**config.mk**
```make
export PLATFORM = sky130hd
export DESIGN_NAME = ms_device_flat
export DESIGN_NICKNAME = d
export VERILOG_FILES = /design/src/ms_pkg.sv /design/src/ms_link_if.sv /design/src/ms_device.sv /design/src/flat_wrapper.sv
export VERILOG_INCLUDE_DIRS = /design/src
export SDC_FILE = /design/constraint.sdc
export NUM_CORES = 1
export LEC_CHECK = 0
export ABC_CLOCK_PERIOD_IN_PS = 3080
export BUFFER_PORTS_ARGS = -buffer_cell sky130_fd_sc_hd__buf_2
export CORE_UTILIZATION = 45
export DETAILED_ROUTE_END_ITERATION = 10
export PLACE_DENSITY = 0.63
export SETUP_SLACK_MARGIN = 0.1
export SLEW_MARGIN = 25
export SYNTH_ARGS = -nofsm -noshare
export SYNTH_HDL_FRONTEND = slang
export SYNTH_SLANG_ARGS = --single-unit
```
**constraint.sdc**
```tcl
create_clock -name clk_sys -period 3.08 [get_ports clk_sys]
set_clock_uncertainty 0.2 [all_clocks]
set_input_delay 0.924 -clock clk_sys [delete_from_list [all_inputs] [get_ports clk_sys]]
set_output_delay 0.924 -clock clk_sys [all_outputs]
set_load 0.02 [all_outputs]
```
**src/ms_regs.svh**
```systemverilog
`ifndef MS_REGS_SVH
`define MS_REGS_SVH

// Control word fields
`define MS_MODE_HI 5
`define MS_MODE_LO 2
`define MS_PWR_HI 7
`define MS_PWR_LO 6
`define MS_CTRL_RST 8'h00

// Mode codes
`define MS_M_CONT 4'h0
`define MS_M_SINGLE 4'h1
`define MS_M_STBY 4'h2
`define MS_M_PDOWN 4'h3
`define MS_M_IDLE 4'h4
`define MS_M_INTZS 4'h5
`define MS_M_INTFS 4'h6
`define MS_M_SYSZS 4'h7
`define MS_M_SYSFS 4'h8
`define MS_M_LAST 4'h8

// Power settings
`define MS_PWR_LOW 2'h0
`define MS_PWR_FULL 2'h2

// Coefficient and data defaults
`define MS_OFFS_RST 24'h800000
`define MS_GAIN_RST 24'h500000
`define MS_DATA_RST 24'h000000

// Timing: one filter settling period in clk_sys cycles
`define MS_SETTLE_CYC 16'h0040
`define MS_FS_PERIODS 3'h4
`define MS_ONE_PERIOD 3'h1

// Standby keep-alive enable positions
`define MS_AUX_W 4
`define MS_AUX_ALL 4'hF
`define MS_AUX_OFF 4'h0

`endif

```
**src/ms_pkg.sv**
```systemverilog
`include "ms_regs.svh"

package ms_pkg;

   typedef enum logic [2:0] {
      MS_ST_PDOWN,
      MS_ST_STBY,
      MS_ST_IDLE,
      MS_ST_CONV,
      MS_ST_CAL
   } ms_dev_state_t;

   typedef enum logic [2:0] {
      MS_HS_IDLE,
      MS_HS_OFFS,
      MS_HS_CTRL,
      MS_HS_WAIT,
      MS_HS_READ,
      MS_HS_REPLAY
   } ms_host_state_t;

   typedef struct packed {
      ms_dev_state_t st;
      logic [7:0] ctrl;
      logic [15:0] cnt;
      logic [2:0] per;
      logic [23:0] data;
      logic rdy_n;
      logic [3:0][23:0] offs;
      logic [3:0][23:0] gain;
      logic [23:0] rb_offs;
      logic [23:0] rb_gain;
      logic diag_run;
      logic mod_rst;
      logic clk_on;
      logic regulator_on;
      logic short_in;
      logic fs_ref_in;
      logic [3:0] aux_en;
      logic [1:0] ch_sync1;
      logic [1:0] ch_sync2;
   } ms_dev_t;

   typedef struct packed {
      ms_host_state_t st;
      logic [3:0] mode;
      logic [1:0] chan;
      logic [1:0] pwr;
      logic ctrl_wr;
      logic [7:0] ctrl_wdata;
      logic offs_wr;
      logic [23:0] offs_wdata;
      logic [23:0] offs_shadow;
      logic data_rd;
      logic [3:0] chan_en;
      logic seen_high;
      logic pd;
      logic busy;
      logic done;
      logic refused;
      logic [23:0] result;
      logic sys_zero_apply;
      logic sys_full_apply;
      logic [1:0] gain_last;
      logic cal_due;
   } ms_host_t;

endpackage : ms_pkg

```
**src/ms_link_if.sv**
```systemverilog
`timescale 1ns/1ps

interface ms_link_if;
   // Host to device
   logic ctrl_wr;
   logic [7:0] ctrl_wdata;
   logic offs_wr;
   logic [23:0] offs_wdata;
   logic data_rd;
   logic [3:0] chan_en;
   logic gain_one;
   logic diag_en;
   logic [3:0] keep_en;
   // Device to host
   logic rdy_n;
   logic [23:0] data;
   logic [7:0] ctrl_rd;
   logic [23:0] offs_rd;
   logic [23:0] gain_rd;

   modport dev (
      input ctrl_wr, ctrl_wdata, offs_wr, offs_wdata, data_rd, chan_en, gain_one,
      input diag_en, keep_en,
      output rdy_n, data, ctrl_rd, offs_rd, gain_rd
   );

   modport host (
      output ctrl_wr, ctrl_wdata, offs_wr, offs_wdata, data_rd, chan_en, gain_one,
      output diag_en, keep_en,
      input rdy_n, data, ctrl_rd, offs_rd, gain_rd
   );
endinterface : ms_link_if

```
**src/ms_device.sv**
```systemverilog
// Function
// - Mode field bits 5:2, default continuous
// - Continuous: convert repeatedly, update, ready low
// - Single: one conversion, full settling time
// - Single: store, ready low, then standby
// - Single result holds until read/new conversion
// - Standby keeps registers, aux blocks selectable
// - Standby keeps running diagnostics, ignores new enables
// - Clocked diagnostics start only in continuous/single conversion/idle/calibration
// - Power-down loses registers; host reprograms after
// - Idle holds filter/modulator reset, clocks run
// - Calibration: ready high, low, then idle
// - Internal zero: short input, one period, offset
// - Internal full: four periods gain>1, gain
// - Host never internal full-scale at gain one
// - Host uses mid/low power for internal full-scale
// - Host resets offset before internal full-scale
// - System zero: host applies zero, offset stored
// - System full: host applies full, gain stored
// - Host enables exactly one calibration channel
// - Host raises cal_due after gain change until a system calibration
`timescale 1ns/1ps
`include "ms_regs.svh"

module ms_device (
   // Clock and reset
   input wire logic clk_sys,
   input wire logic reset,
   // Link to host
   ms_link_if.dev link,
   // Converter front end
   input wire logic [23:0] sample,
   // Analog control
   output logic mod_rst,
   output logic clk_on,
   output logic regulator_on,
   output logic short_in,
   output logic fs_ref_in,
   output logic [3:0] aux_en,
   output logic diag_run
);

   ms_pkg::ms_dev_t q;
   ms_pkg::ms_dev_t d;
   logic [3:0] mode_q;

   // One-hot channel enable to index; lowest set bit wins
   function automatic logic [1:0] ms_chan_idx(input logic [3:0] en);
      logic [1:0] idx;
      idx = 2'h0;
      for (int i = 3; i >= 0; i--) begin
         if (en[i]) begin
            idx = 2'(i);
         end
      end
      return idx;
   endfunction : ms_chan_idx

   function automatic logic [7:0] ms_set_mode(input logic [7:0] c, input logic [3:0] m);
      logic [7:0] r;
      r = c;
      r[`MS_MODE_HI:`MS_MODE_LO] = m;
      return r;
   endfunction : ms_set_mode

   assign mode_q = q.ctrl[`MS_MODE_HI:`MS_MODE_LO];

   always_comb begin
      logic [3:0] m;
      logic [1:0] ch;
      logic done;
      m = 4'h0;
      ch = 2'h0;
      done = 1'b0;
      d = q;
      // Channel select is a level from another party's logic; it is stable during a
      // calibration, but latched here so a change mid-cycle cannot split a store
      d.ch_sync1 = ms_chan_idx(link.chan_en);
      d.ch_sync2 = q.ch_sync1;
      ch = q.ch_sync2;

      // Reading the result releases the ready flag
      if (link.data_rd && q.st != ms_pkg::MS_ST_PDOWN) begin
         d.rdy_n = 1'b1;
      end

      if (link.offs_wr && q.st != ms_pkg::MS_ST_PDOWN) begin
         d.offs[ms_chan_idx(link.chan_en)] = link.offs_wdata;
      end

      // Settling count runs only while converting or calibrating
      if (q.st == ms_pkg::MS_ST_CONV || q.st == ms_pkg::MS_ST_CAL) begin
         if (q.cnt == `MS_SETTLE_CYC - 16'h0001) begin
            d.cnt = 16'h0000;
            if (q.per > `MS_ONE_PERIOD) begin
               d.per = q.per - `MS_ONE_PERIOD;
            end else begin
               done = 1'b1;
            end
         end else begin
            d.cnt = q.cnt + 16'h0001;
         end
      end

      if (done) begin
         unique case (q.st)
            ms_pkg::MS_ST_CONV: begin
               d.data = sample;
               d.rdy_n = 1'b0;
               d.per = `MS_ONE_PERIOD;
               if (mode_q == `MS_M_SINGLE) begin
                  d.st = ms_pkg::MS_ST_STBY;
                  d.ctrl = ms_set_mode(q.ctrl, `MS_M_STBY);
               end
            end
            ms_pkg::MS_ST_CAL: begin
               if (mode_q == `MS_M_INTZS || mode_q == `MS_M_SYSZS) begin
                  d.offs[ch] = sample;
               end else begin
                  d.gain[ch] = sample;
               end
               d.rdy_n = 1'b0;
               d.st = ms_pkg::MS_ST_IDLE;
               d.ctrl = ms_set_mode(q.ctrl, `MS_M_IDLE);
            end
            default: begin
               d.st = q.st;
            end
         endcase
      end

      // A new control write overrides any conversion in flight
      if (link.ctrl_wr) begin
         m = link.ctrl_wdata[`MS_MODE_HI:`MS_MODE_LO];
         d.ctrl = link.ctrl_wdata;
         d.cnt = 16'h0000;
         d.per = `MS_ONE_PERIOD;
         unique case (m)
            `MS_M_CONT: begin
               d.st = ms_pkg::MS_ST_CONV;
            end
            `MS_M_SINGLE: begin
               d.st = ms_pkg::MS_ST_CONV;
               d.rdy_n = 1'b1;
            end
            `MS_M_STBY: begin
               d.st = ms_pkg::MS_ST_STBY;
            end
            `MS_M_PDOWN: begin
               d.st = ms_pkg::MS_ST_PDOWN;
            end
            `MS_M_INTZS, `MS_M_SYSZS, `MS_M_SYSFS: begin
               d.st = ms_pkg::MS_ST_CAL;
               d.rdy_n = 1'b1;
            end
            `MS_M_INTFS: begin
               d.st = ms_pkg::MS_ST_CAL;
               d.rdy_n = 1'b1;
               // Gain one is unsupported; a single period is taken then
               d.per = link.gain_one ? `MS_ONE_PERIOD : `MS_FS_PERIODS;
            end
            default: begin
               // Idle, and reserved codes parked safely in idle
               d.st = ms_pkg::MS_ST_IDLE;
               d.ctrl = ms_set_mode(link.ctrl_wdata, `MS_M_IDLE);
            end
         endcase
      end

      // Power-down wipes everything except the wake-up write
      if (d.st == ms_pkg::MS_ST_PDOWN) begin
         d.ctrl = ms_set_mode(`MS_CTRL_RST, `MS_M_PDOWN);
         d.cnt = 16'h0000;
         d.per = `MS_ONE_PERIOD;
         d.data = `MS_DATA_RST;
         d.rdy_n = 1'b1;
         for (int i = 0; i < 4; i++) begin
            d.offs[i] = `MS_OFFS_RST;
            d.gain[i] = `MS_GAIN_RST;
         end
      end

      // Clocked diagnostics start only where the master clock runs
      if (!link.diag_en) begin
         d.diag_run = 1'b0;
      end else if (d.st == ms_pkg::MS_ST_CONV || d.st == ms_pkg::MS_ST_IDLE ||
                   d.st == ms_pkg::MS_ST_CAL) begin
         d.diag_run = 1'b1;
      end else if (d.st == ms_pkg::MS_ST_PDOWN) begin
         d.diag_run = 1'b0;
      end else begin
         d.diag_run = q.diag_run;
      end

      d.mod_rst = !(d.st == ms_pkg::MS_ST_CONV || d.st == ms_pkg::MS_ST_CAL);
      d.regulator_on = d.st != ms_pkg::MS_ST_PDOWN;
      unique case (d.st)
         ms_pkg::MS_ST_PDOWN: begin
            d.aux_en = `MS_AUX_OFF;
         end
         ms_pkg::MS_ST_STBY: begin
            d.aux_en = link.keep_en;
         end
         default: begin
            d.aux_en = `MS_AUX_ALL;
         end
      endcase
      d.clk_on = d.aux_en[1] || d.st == ms_pkg::MS_ST_IDLE;
      d.short_in = d.st == ms_pkg::MS_ST_CAL &&
                   d.ctrl[`MS_MODE_HI:`MS_MODE_LO] == `MS_M_INTZS;
      d.fs_ref_in = d.st == ms_pkg::MS_ST_CAL &&
                    d.ctrl[`MS_MODE_HI:`MS_MODE_LO] == `MS_M_INTFS;
      d.rb_offs = d.offs[ms_chan_idx(link.chan_en)];
      d.rb_gain = d.gain[ms_chan_idx(link.chan_en)];
   end

   always_ff @(posedge clk_sys) begin
      if (reset) begin
         q.st <= ms_pkg::MS_ST_CONV;
         q.ctrl <= `MS_CTRL_RST;
         q.cnt <= 16'h0000;
         q.per <= `MS_ONE_PERIOD;
         q.data <= `MS_DATA_RST;
         q.rdy_n <= 1'b1;
         for (int i = 0; i < 4; i++) begin
            q.offs[i] <= `MS_OFFS_RST;
            q.gain[i] <= `MS_GAIN_RST;
         end
         q.rb_offs <= `MS_OFFS_RST;
         q.rb_gain <= `MS_GAIN_RST;
         q.diag_run <= 1'b0;
         q.mod_rst <= 1'b0;
         q.clk_on <= 1'b1;
         q.regulator_on <= 1'b1;
         q.short_in <= 1'b0;
         q.fs_ref_in <= 1'b0;
         q.aux_en <= `MS_AUX_ALL;
         q.ch_sync1 <= 2'h0;
         q.ch_sync2 <= 2'h0;
      end else begin
         q <= d;
      end
   end

   assign link.rdy_n = q.rdy_n;
   assign link.data = q.data;
   assign link.ctrl_rd = q.ctrl;
   assign link.offs_rd = q.rb_offs;
   assign link.gain_rd = q.rb_gain;
   assign mod_rst = q.mod_rst;
   assign clk_on = q.clk_on;
   assign regulator_on = q.regulator_on;
   assign short_in = q.short_in;
   assign fs_ref_in = q.fs_ref_in;
   assign aux_en = q.aux_en;
   assign diag_run = q.diag_run;

endmodule : ms_device

```
**src/flat_wrapper.sv**
```systemverilog
// flat-port wrapper written by rule: the top's interface ports become plain ports
module ms_device_flat 
  (clk_sys, reset, sample, mod_rst, clk_on, regulator_on, short_in, fs_ref_in, aux_en, diag_run, link_ctrl_wr, link_ctrl_wdata, link_offs_wr, link_offs_wdata, link_data_rd, link_chan_en, link_gain_one, link_diag_en, link_keep_en, link_rdy_n, link_data, link_ctrl_rd, link_offs_rd, link_gain_rd);
  ms_link_if link_i ();
  input wire logic clk_sys;
  input wire logic reset;
  input wire logic [23:0] sample;
  output logic mod_rst;
  output logic clk_on;
  output logic regulator_on;
  output logic short_in;
  output logic fs_ref_in;
  output logic [3:0] aux_en;
  output logic diag_run;
  input wire logic [$bits(link_i.ctrl_wr)-1:0] link_ctrl_wr;
  input wire logic [$bits(link_i.ctrl_wdata)-1:0] link_ctrl_wdata;
  input wire logic [$bits(link_i.offs_wr)-1:0] link_offs_wr;
  input wire logic [$bits(link_i.offs_wdata)-1:0] link_offs_wdata;
  input wire logic [$bits(link_i.data_rd)-1:0] link_data_rd;
  input wire logic [$bits(link_i.chan_en)-1:0] link_chan_en;
  input wire logic [$bits(link_i.gain_one)-1:0] link_gain_one;
  input wire logic [$bits(link_i.diag_en)-1:0] link_diag_en;
  input wire logic [$bits(link_i.keep_en)-1:0] link_keep_en;
  output wire logic [$bits(link_i.rdy_n)-1:0] link_rdy_n;
  output wire logic [$bits(link_i.data)-1:0] link_data;
  output wire logic [$bits(link_i.ctrl_rd)-1:0] link_ctrl_rd;
  output wire logic [$bits(link_i.offs_rd)-1:0] link_offs_rd;
  output wire logic [$bits(link_i.gain_rd)-1:0] link_gain_rd;
  assign link_i.ctrl_wr = link_ctrl_wr;
  assign link_i.ctrl_wdata = link_ctrl_wdata;
  assign link_i.offs_wr = link_offs_wr;
  assign link_i.offs_wdata = link_offs_wdata;
  assign link_i.data_rd = link_data_rd;
  assign link_i.chan_en = link_chan_en;
  assign link_i.gain_one = link_gain_one;
  assign link_i.diag_en = link_diag_en;
  assign link_i.keep_en = link_keep_en;
  assign link_rdy_n = link_i.rdy_n;
  assign link_data = link_i.data;
  assign link_ctrl_rd = link_i.ctrl_rd;
  assign link_offs_rd = link_i.offs_rd;
  assign link_gain_rd = link_i.gain_rd;
  ms_device u_core (.clk_sys(clk_sys), .reset(reset), .link(link_i), .sample(sample), .mod_rst(mod_rst), .clk_on(clk_on), .regulator_on(regulator_on), .short_in(short_in), .fs_ref_in(fs_ref_in), .aux_en(aux_en), .diag_run(diag_run));
endmodule
```
==> metrics.md <==
| Metric | Value |
|---|---|
| Synth warn | 0 |
| DR WL/cell | 18.6 um |
| Delay-heaviest family, CP | simple AND/OR/NAND/NOR gates |
| Detail Route met2 WL | 19100 um |
| CP dominant cell by count | or3_1 |
| Reg-to-Reg Start | u_core.q[280]$_SDFF_PP0_ |
| Worst min path class | reg2reg |
| Share of the synthesized area in the top cell type | 41.6% |
| EDFF count, synth | 0 |
| Setup-failing EPs final | 0 |
| Worst EP arrival | 2.99 ns |
| DR vias | 13200 |
| Crit path kind | reg2reg |
| Final Wtd Congestion | 0.901 |
| Layout cell share with drive strength beyond 1 | 19.8% |
| Synth Area per Inst | 8.20 um^2 |
| WHS Endpoint | u_core.q[1]$_SDFF_PP0_ |
| Vias in the first global route | 12300 |
| First-pass GRT wire length | 68900 um |
| Status | finished, final reports clean |
| Mapped Nets | 1887 |
| Initial Util | 45.7% |
| Worst Tran Pin Value | 0.925 ns |
| Max clock buf depth | 3 |
| Area leader, netlist | dfxtp_1 |
| Cell Rows | 66 |
| Worst Hold Depth | 1 |
| Mapped cell area | 14900 um^2 |
| Reg2Reg Depth | 9 |
| Die area | 33800 um^2 |
| Crit path required time | 3.26 ns |
| Fmax | 355 MHz |
| Hold_buf cts | 0 |
| Post-route cell area | 17400 um^2 |
| CP max stage delay | 0.39 ns |
| CTS tree | built |
| CTS H-tree lvls | 2 |
| Vias/cell | 5.62 |
| Cell Chain, Critical Path | inv_1, ha_1, o21ba_2, or3_1, or3_1, buf_4, nand3_1, o21ai_0, o32a_1 |
| Antenna violations before repair | 1 |
| Synthesis-stage register bit count | 309 |
| Total clock sinks | 309 |
| Relative slew slack | 38.3% |
| Largest net degree at the start of global routing | 48 |
| DR DRC count | 0 |
| Crit Path Max Fanout | 44 |
| Critical Path Source Type | flip-flop |
| Reg-to-reg slack, setup | 0.27 ns |
| GRT Total Usage | 25.6% |
| M1 WL | 21200 um |
| Final hold viol count | 0 |
| Hold_sp | u_core.d[1]$_SDFF_PP0_ |
| IO buf count | 161 |
| Die X | 184 um |
| Worst r2r dst | u_core.link.gain_rd[22]$_SDFF_PP1_ |
| Max_cap viols | 0 |
| Placed Area | 16100 um^2 |
| GRT overflow | 0 |
| Final Total Pwr | 9.32 mW |
| Later-pin clock latency in the skew report | 0.52 ns |
| Routed wire length on met3 | 2630 um |
| Pwr dens | 535 nW/um^2 |
| Die H | 184 um |
| Cells after synthesis | 1813 |
| Final ANT Viol Nets | 0 |
| Worst vdd ir | 0.301 mV |
| I/O pins | 162 |
| Slowest cell on crit path | or3_1 |
| DR iter-0 viols | 1127 |
| Clk root buf | clkbuf_16 |
| Pleak | 7.42 nW |
| Unrepaired setup endpoints after global routing | no |
| Crit path capture type | flip-flop |
| Area contributors post-synth | dfxtp_1 42%, mux2i_1 8.4%, nand2_1 7.2% |
| Bufs and invs on worst path | 2 |
| Drt total wl | 43700 um |
| Register area share after synthesis | 41.6% |
| Pins Over Slew Limit | 0 |
| DR pass1 iterations | 5 |
| TritonCTS buffer count | 35 |
| Final net count | 1958 |
| Core region area | 32500 um^2 |
| Ys async rst share | 0% |
| Top sig layer | met4 |
| Ys flop type | dfxtp_1 |
| Area grow syn2layout | 17.3% |
| Post-synth cell types | 68 |
| Reg clk slew, reported paths | 0.06 ns |
| Min Tclk post-route | 2.81 ns |
| HPWL Detailed | 28900 um |
| Period utilization | 91.3% |
## state kept, by name (all words and copies together), names as in the netlist, 2 cells and up
name / cells
u_core.link.offs_rd: 24
u_core.q: 216
u_core.link.gain_rd: 24
u_core.d: 2
u_core.aux_en: 4
u_core.link.ctrl_rd: 8
u_core.link.data: 24
## power by group
part,switching (mW),internal (mW)
Clock,1.68,2.49
Combinational,0.645,0.385
Sequential,0.0397,4.09
Total,2.36,6.96
## cell usage after synthesis (6+ instances only)
library cell  count
o21ai_0          57
nor2_1          154
inv_1            27
nand2_1         287
o211ai_1         22
o21ai_1           6
xnor2_1          13
nand2b_1         19
or3_1             6
dfxtp_1         309
o32ai_1          29
nand3_1          19
nor2b_1           8
a32oi_1           7
buf_2            41
buf_4            86
and2_1           25
nand4_1          15
o31ai_1          18
nor3_1           23
a31oi_1          20
nor4_1           11
a21o_1            6
mux2_2           10
a211oi_1         35
o22ai_1          28
a21oi_1         163
or2_0             6
a22o_1           21
mux2i_1         124
and3_1           27
o21a_1            8
clkbuf_1        112
## what timing repair did
item	4_1_cts	5_1_grt
buffers inserted	0	8
resized for setup	1	15
setup endpoints to repair	10	226
gates cloned	0	1
pin swaps	0	3
## layout make-up
class                      instances  area [um^2]
clock inverter                     9          110
timing repair buffer             276         2040
antenna                            1         2.50
fill                            3106        15100
tap                              442          553
sequential                       309         6190
clock buffer                      52         1030
inverter                          27          101
multi-input combinational       1235         7410
## layout by cell type (no fill, tap or decap), drive strengths merged, types with 28 or more instances in the layout
cell type and count:
buf 275, clkbuf 53, o22ai 28, inv 28, dfxtp 309, mux2i 124, nand2 288, o32ai 29
a21oi 163, o21ai 63, a211oi 35, nor2 154
## per-layer routing
metal	vias up	global-route usage [%]
li1	6403	-
met1	6342	37.6
met2	419	39.2
met3	57	3.61
met4	0	6.30
met5	-	0
## metrics by stage
step / setup slack, ns / hold slack, ns / instances / setup TNS, ns / utilization (%)
3_5_place_dp: -0.173 / 0.240 / 2280 / -26.22 / 49.6
2_1_floorplan: 0.0880 / 0.214 / 1813 / 0 / -
5_1_grt: 0.0768 / 0.254 / 2351 / 0 / 53.6
4_1_cts: 0.113 / 0.243 / 2341 / 0 / 53.1
3_3_place_gp: -0.143 / 0.226 / 2280 / -18.36 / 49.6
6_report: 0.267 / 0.242 / 2351 / 0 / 53.6
## worst max-delay path by stage
| stage | startpoint | end | slack, ns | cells past startpoint |
|---|---|---|---|---|
| after floorplan | link_ctrl_wdata[2] | u_core.link.data[10]$_SDFFE_PP0P_ | 0.09 | 10 |
| after global placement | link_ctrl_wdata[4] | u_core.link.gain_rd[23]$_SDFF_PP0_ | -0.14 | 8 |
| after detailed placement | link_ctrl_wdata[4] | u_core.link.data[12]$_SDFFE_PP0P_ | -0.17 | 9 |
| after CTS | u_core.q[283]$_SDFFE_PP0N_ | u_core.link.data[12]$_SDFFE_PP0P_ | 0.11 | 10 |
| after global routing | u_core.q[283]$_SDFFE_PP0N_ | u_core.link.offs_rd[16]$_SDFF_PP0_ | 0.08 | 10 |
| final | u_core.q[280]$_SDFF_PP0_ | u_core.link.gain_rd[22]$_SDFF_PP1_ | 0.27 | 9 |
## cells by family (layout without fill, tap and decap cells)
logic type	count (synthesis)	after routing	synth area share, %
AO/OA/AOI/OAI	446	446	19.0
flip-flops	309	309	41.6
buffers and inverters	269	364	9.31
adder cells (fa/ha/maj)	3	3	0.253
XOR/XNOR	17	17	1.00
other	0	1	0
AND/OR/NAND/NOR	635	635	19.7
multiplexers	134	134	9.11
## worst reg2reg max path, stage by stage, from the launching register on
cell and delay (ns):
dfxtp_1 0.33, inv_1 0.08, ha_1 0.15, o21ba_2 0.21, or3_1 0.39, or3_1 0.39
buf_4 0.31, nand3_1 0.15, o21ai_0 0.10, o32a_1 0.38
Note: power is estimated with default switching activity, not from simulation.
